--- src/hw/fault_responder_defs.vh ---
`ifndef FAULT_RESPONDER_DEFS_VH
`define FAULT_RESPONDER_DEFS_VH

// Clock and timing
`define CLK_PERIOD_NS       50
`define BUCK_OCP_DEG_NS     1000
`define BUCK_OCP_DEG_CYC    ((`BUCK_OCP_DEG_NS + `CLK_PERIOD_NS - 1) / `CLK_PERIOD_NS)

// Bridge states
`define BR_NORMAL           3'h0
`define BR_RECIRC           3'h1
`define BR_HS_BRAKE         3'h2
`define BR_LS_BRAKE         3'h3
`define BR_OFF              3'h4

// Lock low mode bits
`define LK_BR_OFF           2'h0
`define LK_BR_RECIRC        2'h1
`define LK_BR_HS            2'h2
`define LK_BR_LS            2'h3

// Pulse limit response select groups
`define PL_GRP_NEXT         3'h0
`define PL_GRP_THRESH       3'h1
`define PL_GRP_RETRY        3'h2
`define PL_MODE_REPORT      4'h6

// Lock response select values
`define LK_MODE_REPORT      4'h8

// Synchroniser bit positions
`define SY_BUCK             0
`define SY_WARN             1
`define SY_WARN_HYS         2
`define SY_TSD              3
`define SY_TSD_HYS          4
`define SY_WIDTH            5

`endif

--- src/hw/motor_driver_fault_responder.v ---
`timescale 1ns/100ps
`include "fault_responder_defs.vh"

// Contract
// - Buck overcurrent past deglitch time puts the block into its reset state
// - Comparator on sense output against pulse limit raises a pulse limit event
// - Threshold is closed-loop setting in closed loop, open-loop setting otherwise
// - Modes 000x recirculate, set pulse flag, resume and clear at next PWM cycle
// - Mode 0000 also sets control error and fault pin until next PWM cycle
// - Modes 001x recirculate while above threshold; only 0010 reports error
// - Modes 010x recirculate for retry count plus one PWM cycles; 0100 reports
// - Mode 0110 keeps driving, flags latch until condition gone and clear command
// - Mode 0111 and 1xxx ignore pulse limit events entirely
// - Sense above lock threshold past lock deglitch time raises a lock event
// - Lock modes 0xxx: low bits pick off, recirculate, high or low brake
// - Lock modes 00xx latch fault pin and flags until clear and condition gone
// - Lock modes 01xx recover, release pin and clear flags after retry wait
// - Lock mode 1000 keeps driving, flags latch until clear and condition gone
// - Lock modes 1xx1 ignore lock events entirely
// - Warning temperature sets warning flags; fault pin only with report enable
// - Warning pin drops below hysteresis; flag clears by command below limit
// - Warning report enable resets to off
// - Shutdown temperature: bridge off, charge pump off, pin low, three flags set
// - Shutdown always active, resumes below hysteresis, flag latched until clear
module motor_driver_fault_responder
(
   input  wire        clk_sys,
   input  wire        rst,
   input  wire        buck_ocp_raw,
   input  wire        temp_warn_raw,
   input  wire        temp_warn_hys_raw,
   input  wire        temp_tsd_raw,
   input  wire        temp_tsd_hys_raw,
   input  wire [7:0]  sense_amp_output,
   input  wire        pwm_cycle_start,
   input  wire        closed_loop,
   input  wire [7:0]  closed_loop_limit_setting,
   input  wire [7:0]  open_loop_limit_setting,
   input  wire [3:0]  pulse_limit_response_select,
   input  wire [2:0]  pulse_limit_retry_cycles,
   input  wire [7:0]  lock_current_threshold,
   input  wire [15:0] lock_current_deglitch_time,
   input  wire [3:0]  lock_current_response_select,
   input  wire [23:0] lock_recovery_wait,
   input  wire        cfg_write,
   input  wire        cfg_warning_report,
   input  wire        clear_faults_cmd,
   output reg         fault_out_n,
   output reg  [2:0]  bridge_state,
   output reg         charge_pump_enable,
   output reg         reset_request,
   output reg         warning_report_enable,
   output reg         pulse_current_limit_flag,
   output reg         lock_current_flag,
   output reg         control_error_flag,
   output reg         power_stage_error_flag,
   output reg         overtemperature_any_flag,
   output reg         thermal_warning_flag,
   output reg         thermal_shutdown_flag
);

   localparam [1:0] LK_IDLE   = 2'h0;
   localparam [1:0] LK_LATCH  = 2'h1;
   localparam [1:0] LK_RETRY  = 2'h2;
   localparam [1:0] LK_REPORT = 2'h3;

   localparam [15:0] BUCK_DEG_LIMIT = `BUCK_OCP_DEG_CYC;

   wire [`SY_WIDTH-1:0] sync_q;
   wire                 buck_det;
   wire                 lock_det;
   wire                 srst;
   wire                 warn_s;
   wire                 warn_hys_s;
   wire                 tsd_s;
   wire                 tsd_hys_s;
   wire [7:0]           pulse_thr;
   wire [2:0]           pl_grp;
   wire                 pl_ignore;
   wire                 lk_ignore;

   reg                  buck_rst_ff;
   reg                  pl_over_ff;
   reg                  lk_over_ff;
   reg                  pl_active_ff;
   reg                  pl_report_ff;
   reg  [3:0]           pl_cnt_ff;
   reg  [1:0]           lk_state_ff;
   reg  [1:0]           lk_br_ff;
   reg  [23:0]          lk_cnt_ff;
   reg                  warn_pin_ff;
   reg                  tsd_active_ff;
   reg  [2:0]           nxt_bridge;

   ////////////////////////////////////////////////////////////////////////
   // Pin synchronisers and deglitch timers

   two_flop_sync #(.W(`SY_WIDTH)) u_sync
   (
      .clk_sys (clk_sys),
      .rst     (rst),
      .d_async ({temp_tsd_hys_raw, temp_tsd_raw, temp_warn_hys_raw,
                 temp_warn_raw, buck_ocp_raw}),
      .q_sync  (sync_q)
   );

   assign warn_s     = sync_q[`SY_WARN];
   assign warn_hys_s = sync_q[`SY_WARN_HYS];
   assign tsd_s      = sync_q[`SY_TSD];
   assign tsd_hys_s  = sync_q[`SY_TSD_HYS];

   deglitch_timer #(.W(16)) u_buck_deg
   (
      .clk_sys  (clk_sys),
      .rst      (rst),
      .level_in (sync_q[`SY_BUCK]),
      .limit    (BUCK_DEG_LIMIT),
      .detected (buck_det)
   );

   deglitch_timer #(.W(16)) u_lock_deg
   (
      .clk_sys  (clk_sys),
      .rst      (srst),
      .level_in (lk_over_ff),
      .limit    (lock_current_deglitch_time),
      .detected (lock_det)
   );

   ////////////////////////////////////////////////////////////////////////
   // Buck overcurrent reset; held while the overcurrent lasts

   always @(posedge clk_sys)
   begin
      if (rst)
         buck_rst_ff <= 1'b0;
      else
         buck_rst_ff <= buck_det;
   end

   assign srst = rst | buck_rst_ff;

   ////////////////////////////////////////////////////////////////////////
   // Current comparators on the sense output

   assign pulse_thr = closed_loop ? closed_loop_limit_setting
                                  : open_loop_limit_setting;

   always @(posedge clk_sys)
   begin
      if (srst)
      begin
         pl_over_ff <= 1'b0;
         lk_over_ff <= 1'b0;
      end
      else
      begin
         pl_over_ff <= (sense_amp_output > pulse_thr);
         lk_over_ff <= (sense_amp_output > lock_current_threshold);
      end
   end

   ////////////////////////////////////////////////////////////////////////
   // Pulse current limit

   assign pl_grp    = pulse_limit_response_select[3:1];
   assign pl_ignore = pulse_limit_response_select[3] |
                      (pulse_limit_response_select == 4'h7);

   always @(posedge clk_sys)
   begin
      if (srst)
      begin
         pl_active_ff <= 1'b0;
         pl_report_ff <= 1'b0;
         pl_cnt_ff    <= 4'h0;
      end
      else
      begin
         case (pl_grp)
            `PL_GRP_NEXT:
            begin
               // Event wins over the cycle boundary in the same clock
               if (pl_over_ff)
                  pl_active_ff <= 1'b1;
               else if (pwm_cycle_start)
                  pl_active_ff <= 1'b0;
            end
            `PL_GRP_THRESH:
            begin
               pl_active_ff <= pl_over_ff;
            end
            `PL_GRP_RETRY:
            begin
               if (pl_over_ff && !pl_active_ff)
               begin
                  pl_active_ff <= 1'b1;
                  pl_cnt_ff    <= {1'b0, pulse_limit_retry_cycles} + 4'h1;
               end
               else if (pl_active_ff && pwm_cycle_start)
               begin
                  if (pl_cnt_ff == 4'h1)
                     pl_active_ff <= 1'b0;
                  pl_cnt_ff <= pl_cnt_ff - 4'h1;
               end
            end
            default:
            begin
               pl_active_ff <= 1'b0;
            end
         endcase
         // Report latch; a fresh event beats the clear command
         if (pl_over_ff &&
             pulse_limit_response_select == `PL_MODE_REPORT)
            pl_report_ff <= 1'b1;
         else if (clear_faults_cmd && !pl_over_ff)
            pl_report_ff <= 1'b0;
      end
   end

   ////////////////////////////////////////////////////////////////////////
   // Lock current limit

   assign lk_ignore = lock_current_response_select[3] &
                      lock_current_response_select[0];

   always @(posedge clk_sys)
   begin
      if (srst)
      begin
         lk_state_ff <= LK_IDLE;
         lk_br_ff    <= `LK_BR_OFF;
         lk_cnt_ff   <= 24'h00_0000;
      end
      else
      begin
         case (lk_state_ff)
            LK_IDLE:
            begin
               if (lock_det && !lk_ignore)
               begin
                  if (!lock_current_response_select[3])
                  begin
                     lk_br_ff <= lock_current_response_select[1:0];
                     if (lock_current_response_select[2])
                     begin
                        lk_state_ff <= LK_RETRY;
                        lk_cnt_ff   <= lock_recovery_wait;
                     end
                     else
                        lk_state_ff <= LK_LATCH;
                  end
                  else if (lock_current_response_select == `LK_MODE_REPORT)
                     lk_state_ff <= LK_REPORT;
               end
            end
            LK_LATCH:
            begin
               if (clear_faults_cmd && !lk_over_ff)
                  lk_state_ff <= LK_IDLE;
            end
            LK_RETRY:
            begin
               if (lk_cnt_ff == 24'h00_0000)
                  lk_state_ff <= LK_IDLE;
               else
                  lk_cnt_ff <= lk_cnt_ff - 24'h00_0001;
            end
            LK_REPORT:
            begin
               if (clear_faults_cmd && !lk_over_ff)
                  lk_state_ff <= LK_IDLE;
            end
            default:
            begin
               lk_state_ff <= LK_IDLE;
            end
         endcase
      end
   end

   ////////////////////////////////////////////////////////////////////////
   // Thermal warning and shutdown

   always @(posedge clk_sys)
   begin
      if (srst)
      begin
         warning_report_enable    <= 1'b0;
         warn_pin_ff              <= 1'b0;
         tsd_active_ff            <= 1'b0;
         thermal_warning_flag     <= 1'b0;
         thermal_shutdown_flag    <= 1'b0;
         overtemperature_any_flag <= 1'b0;
         power_stage_error_flag   <= 1'b0;
      end
      else
      begin
         if (cfg_write)
            warning_report_enable <= cfg_warning_report;
         if (warn_s && warning_report_enable)
            warn_pin_ff <= 1'b1;
         else if (!warn_hys_s)
            warn_pin_ff <= 1'b0;
         if (warn_s)
            thermal_warning_flag <= 1'b1;
         else if (clear_faults_cmd)
            thermal_warning_flag <= 1'b0;
         // Shutdown cannot be masked by any setting
         if (tsd_s)
            tsd_active_ff <= 1'b1;
         else if (!tsd_hys_s)
            tsd_active_ff <= 1'b0;
         if (tsd_s)
            thermal_shutdown_flag <= 1'b1;
         else if (clear_faults_cmd)
            thermal_shutdown_flag <= 1'b0;
         if (warn_s || tsd_s)
            overtemperature_any_flag <= 1'b1;
         else if (clear_faults_cmd)
            overtemperature_any_flag <= 1'b0;
         if (tsd_s)
            power_stage_error_flag <= 1'b1;
         else if (clear_faults_cmd && !tsd_active_ff)
            power_stage_error_flag <= 1'b0;
      end
   end

   ////////////////////////////////////////////////////////////////////////
   // Bridge state arbitration, most protective first

   always @*
   begin
      nxt_bridge = `BR_NORMAL;
      if (tsd_active_ff)
         nxt_bridge = `BR_OFF;
      else if ((lk_state_ff == LK_LATCH) || (lk_state_ff == LK_RETRY))
      begin
         case (lk_br_ff)
            `LK_BR_OFF:    nxt_bridge = `BR_OFF;
            `LK_BR_RECIRC: nxt_bridge = `BR_RECIRC;
            `LK_BR_HS:     nxt_bridge = `BR_HS_BRAKE;
            `LK_BR_LS:     nxt_bridge = `BR_LS_BRAKE;
            default:       nxt_bridge = `BR_OFF;
         endcase
         // A pending pulse limit never weakens a brake or an off state
      end
      else if (pl_active_ff)
         nxt_bridge = `BR_RECIRC;
   end

   ////////////////////////////////////////////////////////////////////////
   // Registered outputs

   always @(posedge clk_sys)
   begin
      if (srst)
      begin
         bridge_state             <= `BR_NORMAL;
         fault_out_n              <= 1'b1;
         charge_pump_enable       <= 1'b1;
         pulse_current_limit_flag <= 1'b0;
         lock_current_flag        <= 1'b0;
         control_error_flag       <= 1'b0;
      end
      else
      begin
         bridge_state       <= nxt_bridge;
         charge_pump_enable <= ~tsd_active_ff;
         fault_out_n <= ~((pl_active_ff & ~pulse_limit_response_select[0] &
                           ~pl_ignore) |
                          (lk_state_ff == LK_LATCH) |
                          (lk_state_ff == LK_RETRY) |
                          warn_pin_ff | tsd_active_ff);
         pulse_current_limit_flag <= pl_active_ff | pl_report_ff;
         lock_current_flag  <= (lk_state_ff != LK_IDLE);
         control_error_flag <= (pl_active_ff & ~pulse_limit_response_select[0]
                                & ~pl_ignore) | pl_report_ff |
                               (lk_state_ff != LK_IDLE);
      end
   end

   always @(posedge clk_sys)
   begin
      if (rst)
         reset_request <= 1'b0;
      else
         reset_request <= buck_det;
   end

endmodule

--- src/hw/two_flop_sync.v ---
`timescale 1ns/100ps
module two_flop_sync
#(
   parameter W = 1
)
(
   input  wire         clk_sys,
   input  wire         rst,
   input  wire [W-1:0] d_async,
   output reg  [W-1:0] q_sync
);

   reg [W-1:0] meta_ff;

   // Only the second stage is read outside
   always @(posedge clk_sys)
   begin
      if (rst)
      begin
         meta_ff <= {W{1'b0}};
         q_sync  <= {W{1'b0}};
      end
      else
      begin
         meta_ff <= d_async;
         q_sync  <= meta_ff;
      end
   end

endmodule

--- src/hw/deglitch_timer.v ---
`timescale 1ns/100ps
module deglitch_timer
#(
   parameter W = 16
)
(
   input  wire         clk_sys,
   input  wire         rst,
   input  wire         level_in,
   input  wire [W-1:0] limit,
   output reg          detected
);

   reg [W-1:0] count_ff;

   // Detects once the level has stood longer than limit cycles
   always @(posedge clk_sys)
   begin
      if (rst || !level_in)
      begin
         count_ff <= {W{1'b0}};
         detected <= 1'b0;
      end
      else if (count_ff == limit)
      begin
         detected <= 1'b1;
      end
      else
      begin
         count_ff <= count_ff + {{(W-1){1'b0}}, 1'b1};
      end
   end

endmodule

--- config.mk ---
export PLATFORM = sky130hd
export DESIGN_NAME = motor_driver_fault_responder
export DESIGN_NICKNAME = d
export VERILOG_FILES = /design/src/hw/motor_driver_fault_responder.v /design/src/hw/two_flop_sync.v /design/src/hw/deglitch_timer.v
export VERILOG_INCLUDE_DIRS = /design/src /design/src/hw
export SDC_FILE = /design/constraint.sdc
export NUM_CORES = 1
export LEC_CHECK = 0
export BUFFER_PORTS_ARGS = -buffer_cell sky130_fd_sc_hd__clkbuf_2
export CAP_MARGIN = 10
export CORE_MARGIN = 3
export CORE_UTILIZATION = 51
export CTS_CLUSTER_DIAMETER = 30
export DETAILED_ROUTE_END_ITERATION = 16
export PLACE_DENSITY = 0.78
export SLEW_MARGIN = 20
export SYNTH_ARGS = -nofsm -noshare
export SYNTH_HDL_FRONTEND = slang
export SYNTH_HIERARCHICAL = 1
export SYNTH_SLANG_ARGS = --single-unit
--- constraint.sdc ---
create_clock -name clk_sys -period 1.97 [get_ports clk_sys]
set_input_delay 0.2955 -clock clk_sys [delete_from_list [all_inputs] [get_ports clk_sys]]
set_output_delay 0.2955 -clock clk_sys [all_outputs]
set_load 0.03 [all_outputs]
Word level (Yosys, flattened, before mapping). Cells that the tools add are included.

Register bits after elaboration: 96. Input port bits: 95. Output and inout port bits: 14.

$add $sub $neg: 5. $lt $le $gt $ge: 2. Equal/unequal tests: 26. Mux-type cells: 37. Bitwise operators: 17. Reduce and logical (&&, ||, !) cells: 37.

Operators by type and width (count): $mux 24 (4); $pmux 24 s2 (1); $add 16x1->16 const B (2); $logic_not 24->1 (1); $sub 24x1->24 const B (1); $mux 1 (18); $eq 16x16->1 (1); $eq 16x5->1 const B (1); $gt 8x8->1 (2); $reduce_bool 2->1 (8); $ne 2x2->1 const B (7); $mux 2 (6); $ne 3x3->1 const B (4); $pmux 3 s4 (1); $or 1x1->1 (9); $eq 2x2->1 const B (4); $eq 4x3->1 const B (2); $logic_and 1x1->1 (8); $mux 4 (2); $mux 8 (1); $logic_not 1->1 (6); $mux 3 (2); $pmux 2 s3 (1); $reduce_and 3->1 (2); 18 further kinds (30).

Depth between registers and ports, before layout. Gate-level depths: netlist of the first run.

Depth after elaboration: 9. Mapped depth: 9. Gate-level depth less buffers: 7.

By module. The synthesis of the first run kept the hierarchy.

By module, submodules not included: motor_driver_fault_responder (times used 1, cells each 408, area each 3365.7 µm², seq. area each 1041.0 µm²); deglitch_timer (times used 2, cells each 114, area each 979.7 µm², seq. area each 340.3 µm²); two_flop_sync (times used 1, cells each 20, area each 262.8 µm², seq. area each 200.2 µm²).

Least setup slack after synthesis of the first run. OpenSTA, ideal clock, no wires.

Kind: register -> register. Start point: register, netlist name reset_request. End point: register u_lock_deg.count_ff[14]. Setup time: 59 ps. Data arrival time: 2016 ps. Setup slack: -105 ps. Cell stages (with the launch flop): 9. Path buffers: 3. Clock period less this slack: 2075 ps. Cells stage by stage: dfxtp_1 > nor2_1 > inv_1 > clkbuf_1 > clkbuf_1 > nand2b_1 > buf_4 > or4_1 > nand2_1.

RTL lines: to (signal assigned) (line deglitch_timer.v:21) `count_ff <= {W{1'b0}};`; to (signal assigned) (line deglitch_timer.v:30) `count_ff <= count_ff + {{(W-1){1'b0}}, 1'b1};`; to (decl) (line deglitch_timer.v:14) `reg [W-1:0] count_ff;`.

Final worst setup path of the first run.
Start point: register lk_cnt_ff[16]. End point: register lk_cnt_ff[18].

Longest elaborated chain between the ends: 3. Elaborated cells on any way between the ends: 6. Classes of those cells: add/sub: 1; eq/ne: 1; mux: 2; reduce/logical: 2.

RTL lines: from (decl) (line motor_driver_fault_responder.v:90) `reg [23:0] lk_cnt_ff;`; from (signal assigned) (line motor_driver_fault_responder.v:248) `lk_cnt_ff <= lock_recovery_wait;`; from (signal assigned) (line motor_driver_fault_responder.v:267) `lk_cnt_ff <= lk_cnt_ff - 24'h00_0001;`; $sub 24x1->24 or $logic_not 24->1 (tied branches) (line motor_driver_fault_responder.v:267, motor_driver_fault_responder.v:264); $mux 24 or $ne 2x2->1 (tied branches); $pmux 24 s2 or $reduce_and 5->1 (tied branches).

Parallel ways exist; a longest one is shown, timed or not. The select of a mux whose other input is x is not followed. A chain may end at the register's enable or synchronous reset.

==> flow_metrics.tcl, run 1 <==
set metrics [dict create \
    status "finished, violations left" \
    violations "setup timing" \
    hold_start "temp_warn_raw" \
    place_hpwl_um 11400 \
    netlist_area_um2 5590 \
    regArea_um2 1930 \
    start_kind "flop" \
    diodes 0 \
    synth_area_per_cell_um2 8.52 \
    reg2regPathDepth 6 \
    skew_ns 0.0151 \
    finalSetupViolations 4 \
    yosysUniqueCellTypes 70 \
    wl_um 15600 \
    synth_edf_count 0 \
    drv_slew 0 \
    synth_adder_area_share 0.0605 \
    multi_input_area_um2 3650 \
    ir_worst_vdd_mv 0.574 \
    yosysTopAreaCell "dfxtp_1" \
    dieHeight_um 111 \
    drt-initial-drc-count 368 \
    synth-simple-area-share 0.240 \
    fmax_mhz 494 \
    post-route-drc-count 0 \
    overflow 0 \
    synth_xor_area_frac 0.0564 \
    hold_path_class "in2reg" \
    cts.clk_slew.worst_paths_ns 0.10 \
    synth_seq_cells 96 \
    total_power_mw 5.43 \
    synth.area.mux_share 0.0311 \
    fin_cells 970 \
    yosysWarnings 6 \
    antenna_found_initial 0 \
    hold_depth 2 \
    fin_util 0.687 \
    hold_end "u_sync/meta_ff[1]" \
    cp-end-kind "flop" \
    num_io_pins 109 \
    cts_buffers 9 \
    dp_cells 948 \
    cp_data_required_time_ns 2.26 \
    port_buffers 108 \
    root_buffer "clkbuf_8" \
    crit_fanout 7 \
    clk_path_buf_depth 2 \
    setup_tns_ns -0.0830 \
    grt.total_usage 0.241 \
    grt_max_degree 42 \
    p_leak_nw 2.92 \
    area_growth_pct 29.3 \
    power_density_nw_per_um2 752 \
    yosysSeqAreaShare 0.344 \
    viasPerCell 5.77 \
    antenna_left 0 \
    synth_area_leaders "dfxtp_1, ha_1, a21oi_1" \
    maxCapViolCount 0 \
    final_nets 951 \
    synth_top_area_share 0.344 \
    cp-startpoint "lk_cnt_ff[16]" \
    die_x_um 111 \
    synth_compound_area_frac 0.208 \
    max_slew_margin 0.586 \
    die_area_um2 12200 \
    worstSkewPairLatency_ns 0.38 \
    gp_congestion 0.985 \
    synthFlopType "dfxtp_1" \
    r2r_end "lk_cnt_ff[18]" \
    num_vias 5598 \
    worst_slack_ns -0.0523 \
    initial_core_util 0.532 \
    r2r_start "lk_cnt_ff[16]" \
    rows 37 \
    grt_setup_unrepaired "true" \
    final_cell_mix "clkbuf_2, dfxtp_1, a21oi_1, buf_4, nand2_1" \
    grt_pass1_wl_um 25100 \
    tightest_slew_ns 0.620 \
    core-area_um2 10500 \
    final_layout_size_suffix_gt1_frac 0.324 \
    synth_cells 656 \
    final_common_cell "clkbuf_2" \
    dp_slack_ns -0.176 \
    nFillCells 860 \
    hold_viol 0 \
    grt_pass1_vias 5391 \
    synth_top_family_by_area "simple AND/OR/NAND/NOR gates" \
    drt-wirelength-per-cell_um 16.1 \
    crit_type "reg2reg" \
    synthArstFlopShare 0 \
    r2r_slack_ns -0.05 \
    post-route-min-period_ns 2.02 \
    drt_first_pass_iters 5 \
    cts_num_sinks 96 \
    cp.arrival_ns 2.31 \
    htree_levels 3 \
    cts_tree "done" \
    fin_crit_sh 1.03 \
]
==> what timing repair did <==
| item | CTS | global route |
|---|---|---|
| pin swaps | 8 | 22 |
| setup endpoints to repair | 26 | 26 |
| hold buffers | 0 | 0 |
| buffers inserted | 3 | 2 |
| cloned | 0 | 1 |
| gates resized for setup | 13 | 40 |
==> worst max-delay path, stage by stage, from the launching register on <==
cell,delay [ns]
dfxtp_2,0.40
nor2_1,0.09
buf_4,0.15
and4_2,0.34
and2_2,0.25
or4_1,0.52
a31oi_1,0.19
==> through the flow <==
step | hold slack, ns | area, um2
after floorplan | 0.367 | 5690
after global placement | 0.418 | 6740
after detailed placement | 0.432 | 6740
after CTS | 0.119 | 7040
after global routing | 0.138 | 7220
final | 0.133 | 7220
==> power breakdown <==
part	total [mW]	switching [mW]	internal, mW
Clock	1.41	0.781	0.626
Sequential	2.10	0.0637	2.03
Combinational	1.93	1.09	0.843
==> per-layer routing <==
metal	vias up	GRT usage	wire, um
li1	2756	-	-
met1	2639	0.302	6660
met2	176	0.423	7870
met3	27	0.0437	806
met4	0	0.0657	264
met5	-	0	0
==> cells in the mapped netlist, drive strengths merged, types with 19 or more instances <==
master and number:
dfxtp 96, a21oi 65, nand2 43, o21ai 42, nor2 41, xnor2 34
inv 28, ha 27, nor2b 23, nand4 22, nor3 22, or3 19
==> layout make-up <==
class | count | area share
multi-input cells | 515 | 0.505
well taps | 136 | 0.0236
repair buffers | 178 | 0.159
flip-flops and latches | 96 | 0.267
clock inverters | 7 | 0.0133
clock buffers | 9 | 0.0171
inverters | 29 | 0.0151
==> sequential cells by signal, indices dropped and copies added (netlist names), 2 cells and up <==
name                 count
u_sync/q_sync            5
lk_br_ff                 2
u_sync/meta_ff           5
u_buck_deg/count_ff     16
u_lock_deg/count_ff     16
lk_state_ff              2
lk_cnt_ff               24
bridge_state             3
pl_cnt_ff                4
==> kinds of logic (layout without fill, tap and decap cells) <==
family                     Yosys count  in the layout
xor gates and xnor gates            36             36
muxes                               17             17
adders and majority gates           27             27
other                                2             16
buffers and inverters               60            223
AOI/OAI and AO/OA                  181            182
DFF                                 96             96
and+or+nand+nor                    237            237
==> how the worst max path moves through the flow <==
stage	cells past startpoint	slack, ns	end
finish	6	-0.05	lk_cnt_ff[18]
detailed placement	7	-0.18	lk_state_ff[0]
floorplan	8	0.0002	lk_cnt_ff[23]
global placement	8	-0.07	lk_cnt_ff[14]
global route	9	-0.15	lk_cnt_ff[19]
CTS	9	-0.005	lk_cnt_ff[7]
Power figures use the tool's default switching activity.
==> run 2: changes to the inputs <==
--- a/config.mk
+++ b/config.mk
@@ -12,6 +12,7 @@
 export CORE_UTILIZATION = 51
 export CTS_CLUSTER_DIAMETER = 30
 export DETAILED_ROUTE_END_ITERATION = 16
+export HOLD_SLACK_MARGIN = 0.15
 export PLACE_DENSITY = 0.78
 export SLEW_MARGIN = 20
 export SYNTH_ARGS = -nofsm -noshare
==> constraint.sdc (replaced) <==
create_clock -name clk_sys -period 1.8 [get_ports clk_sys]
set_input_delay 0.27 -clock clk_sys [delete_from_list [all_inputs] [get_ports clk_sys]]
set_output_delay 0.27 -clock clk_sys [all_outputs]
set_load 0.03 [all_outputs]
==> flow_metrics.tcl, run 2 (same netlist as run 1, synthesis figures left out) <==
set metrics [dict create \
    status "finished, violations left" \
    violations "setup timing" \
    antenna_found_initial 0 \
    ir_worst_vdd_mv 0.638 \
    cts_buffers 9 \
    port_buffers 108 \
    skew_ns 0.00611 \
    clk_path_buf_depth 2 \
    grt.total_usage 0.250 \
    drt-initial-drc-count 375 \
    grt_pass1_vias 5702 \
    antenna_left 0 \
    post-route-min-period_ns 1.98 \
    grt_setup_unrepaired "true" \
    cp_data_required_time_ns 2.11 \
    power_density_nw_per_um2 770 \
    die_x_um 111 \
    rows 37 \
    hold_path_class "in2reg" \
    core-area_um2 10500 \
    cts.clk_slew.worst_paths_ns 0.10 \
    gp_congestion 0.913 \
    finalSetupViolations 26 \
    nFillCells 798 \
    diodes 0 \
    viasPerCell 5.79 \
    place_hpwl_um 11500 \
    die_area_um2 12200 \
    grt_max_degree 32 \
    reg2regPathDepth 9 \
    crit_type "reg2reg" \
    maxCapViolCount 0 \
    final_cell_mix "clkbuf_2, dfxtp_1, buf_4, a21oi_1, nand2_1" \
    largest_reg_flops 24 \
    fin_util 0.707 \
    sequentialPowerShare 0.399 \
    cts_tree "done" \
    initial_core_util 0.532 \
    setup_tns_ns -3.49 \
    final_layout_size_suffix_gt1_frac 0.339 \
    wl_um 15700 \
    grt_pass1_wl_um 25900 \
    sw_frac_of_total 0.353 \
    cp-end-kind "flop" \
    post-route-drc-count 0 \
    worst_slack_ns -0.182 \
    fmax_mhz 505 \
    hold_viol 0 \
    final_nets 987 \
    worstSkewPairLatency_ns 0.37 \
    drv_slew 0 \
    dieHeight_um 111 \
    p_int_mw 3.70 \
    fin_crit_sh 1.10 \
    multi_input_area_um2 3620 \
    root_buffer "clkbuf_8" \
    combPwrFrac 0.371 \
    final_common_cell "clkbuf_2" \
    top_regs "lk_cnt_ff: 24 flops, u_buck_deg/count_ff: 16 flops, u_lock_deg/count_ff: 16 flops" \
    num_io_pins 109 \
    cp.arrival_ns 2.29 \
    htree_levels 3 \
    p_leak_nw 3.05 \
    hold_depth 3 \
    area_growth_pct 32.9 \
    start_kind "flop" \
    overflow 0 \
    drt-wirelength-per-cell_um 15.6 \
    cts_num_sinks 96 \
    pwr-share-clk 0.230 \
    total_power_mw 5.72 \
    drt_first_pass_iters 7 \
    power_switching_mw 2.02 \
    num_vias 5825 \
    max_flop_register "lk_cnt_ff" \
    crit_fanout 7 \
    regArea_um2 1940 \
]
## run 2: cell types whose count changed in the layout (fill, tap and decap cells not counted), sizes merged
cell	before	now
buf	70	96
dlygate4sd3	0	10
inv	31	29
bufinv	1	0
clkbuf	117	118
clkinv	3	4
clkinvlp	1	2
## run 2: power by group through the flow
stage	logic, mW	clock network (mW)	registers (mW)
CTS	2.00	1.34	2.28
floorplan	1.09	0	2.40
global route	2.29	1.43	2.29
global placement	1.87	0	2.33
detailed placement	1.91	0	2.33
finish	2.12	1.32	2.28
## run 2: per-layer routing
metal / share of wire / track usage / up-vias / wire length [um]
met5: 0 / 0 / - / 0
met4: 0.024 / 0.0837 / 0 / 376
met3: 0.056 / 0.0480 / 39 / 882
li1: - / - / 2836 / -
met1: 0.41 / 0.305 / 2745 / 6380
met2: 0.51 / 0.443 / 205 / 8080
## run 2: repair_timing
item / in CTS / in global routing
pin swaps: 8 / 19
endpoints found under the setup margin: 26 / 45
buffers inserted: 5 / 1
resized for setup: 13 / 40
endpoints found under the hold margin: 9 / 0
cloned: 0 / 1
hold buffers: 10 / 0
## run 2: cell type report
| type | instances | area share |
|---|---|---|
| timing repair buffer | 214 | 0.191 |
| multi-input combinational | 515 | 0.487 |
| tap | 136 | 0.0229 |
| sequential | 96 | 0.261 |
| clock buffer | 10 | 0.0172 |
| clock inverter | 6 | 0.00606 |
| inverter | 29 | 0.0150 |
## run 2: worst max-delay path, stage by stage (launching register included)
cell and delay (ns):
dfxtp_2 0.35, inv_4 0.07, ha_4 0.12, or4b_4 0.46, nor3_4 0.18, buf_6 0.16, buf_6 0.12, a211oi_4 0.05
mux2_4 0.30, a21oi_2 0.12
## run 2: worst paths after layout
check / start / to / slack, ns
setup / recovery: lk_cnt_ff[0] / lk_cnt_ff[21] / -0.18
hold / removal: lock_recovery_wait[15] / lk_cnt_ff[15] / 0.17
setup reg to reg: lk_cnt_ff[0] / lk_cnt_ff[21] / -0.18
hold reg to reg: u_sync/meta_ff[1] / u_sync/q_sync[1] / 0.44
## run 2: through the flow
stage / cells / cell area, um2 / setup WS [ns] / hold WS (ns)
2_1_floorplan: 670 / 5700 / -0.165 / 0.334
3_5_place_dp: 973 / 6910 / -0.272 / 0.420
3_3_place_gp: 973 / 6910 / -0.223 / 0.418
5_1_grt: 1006 / 7430 / -0.253 / 0.178
4_1_cts: 1004 / 7260 / -0.208 / 0.162
6_report: 1006 / 7430 / -0.182 / 0.166
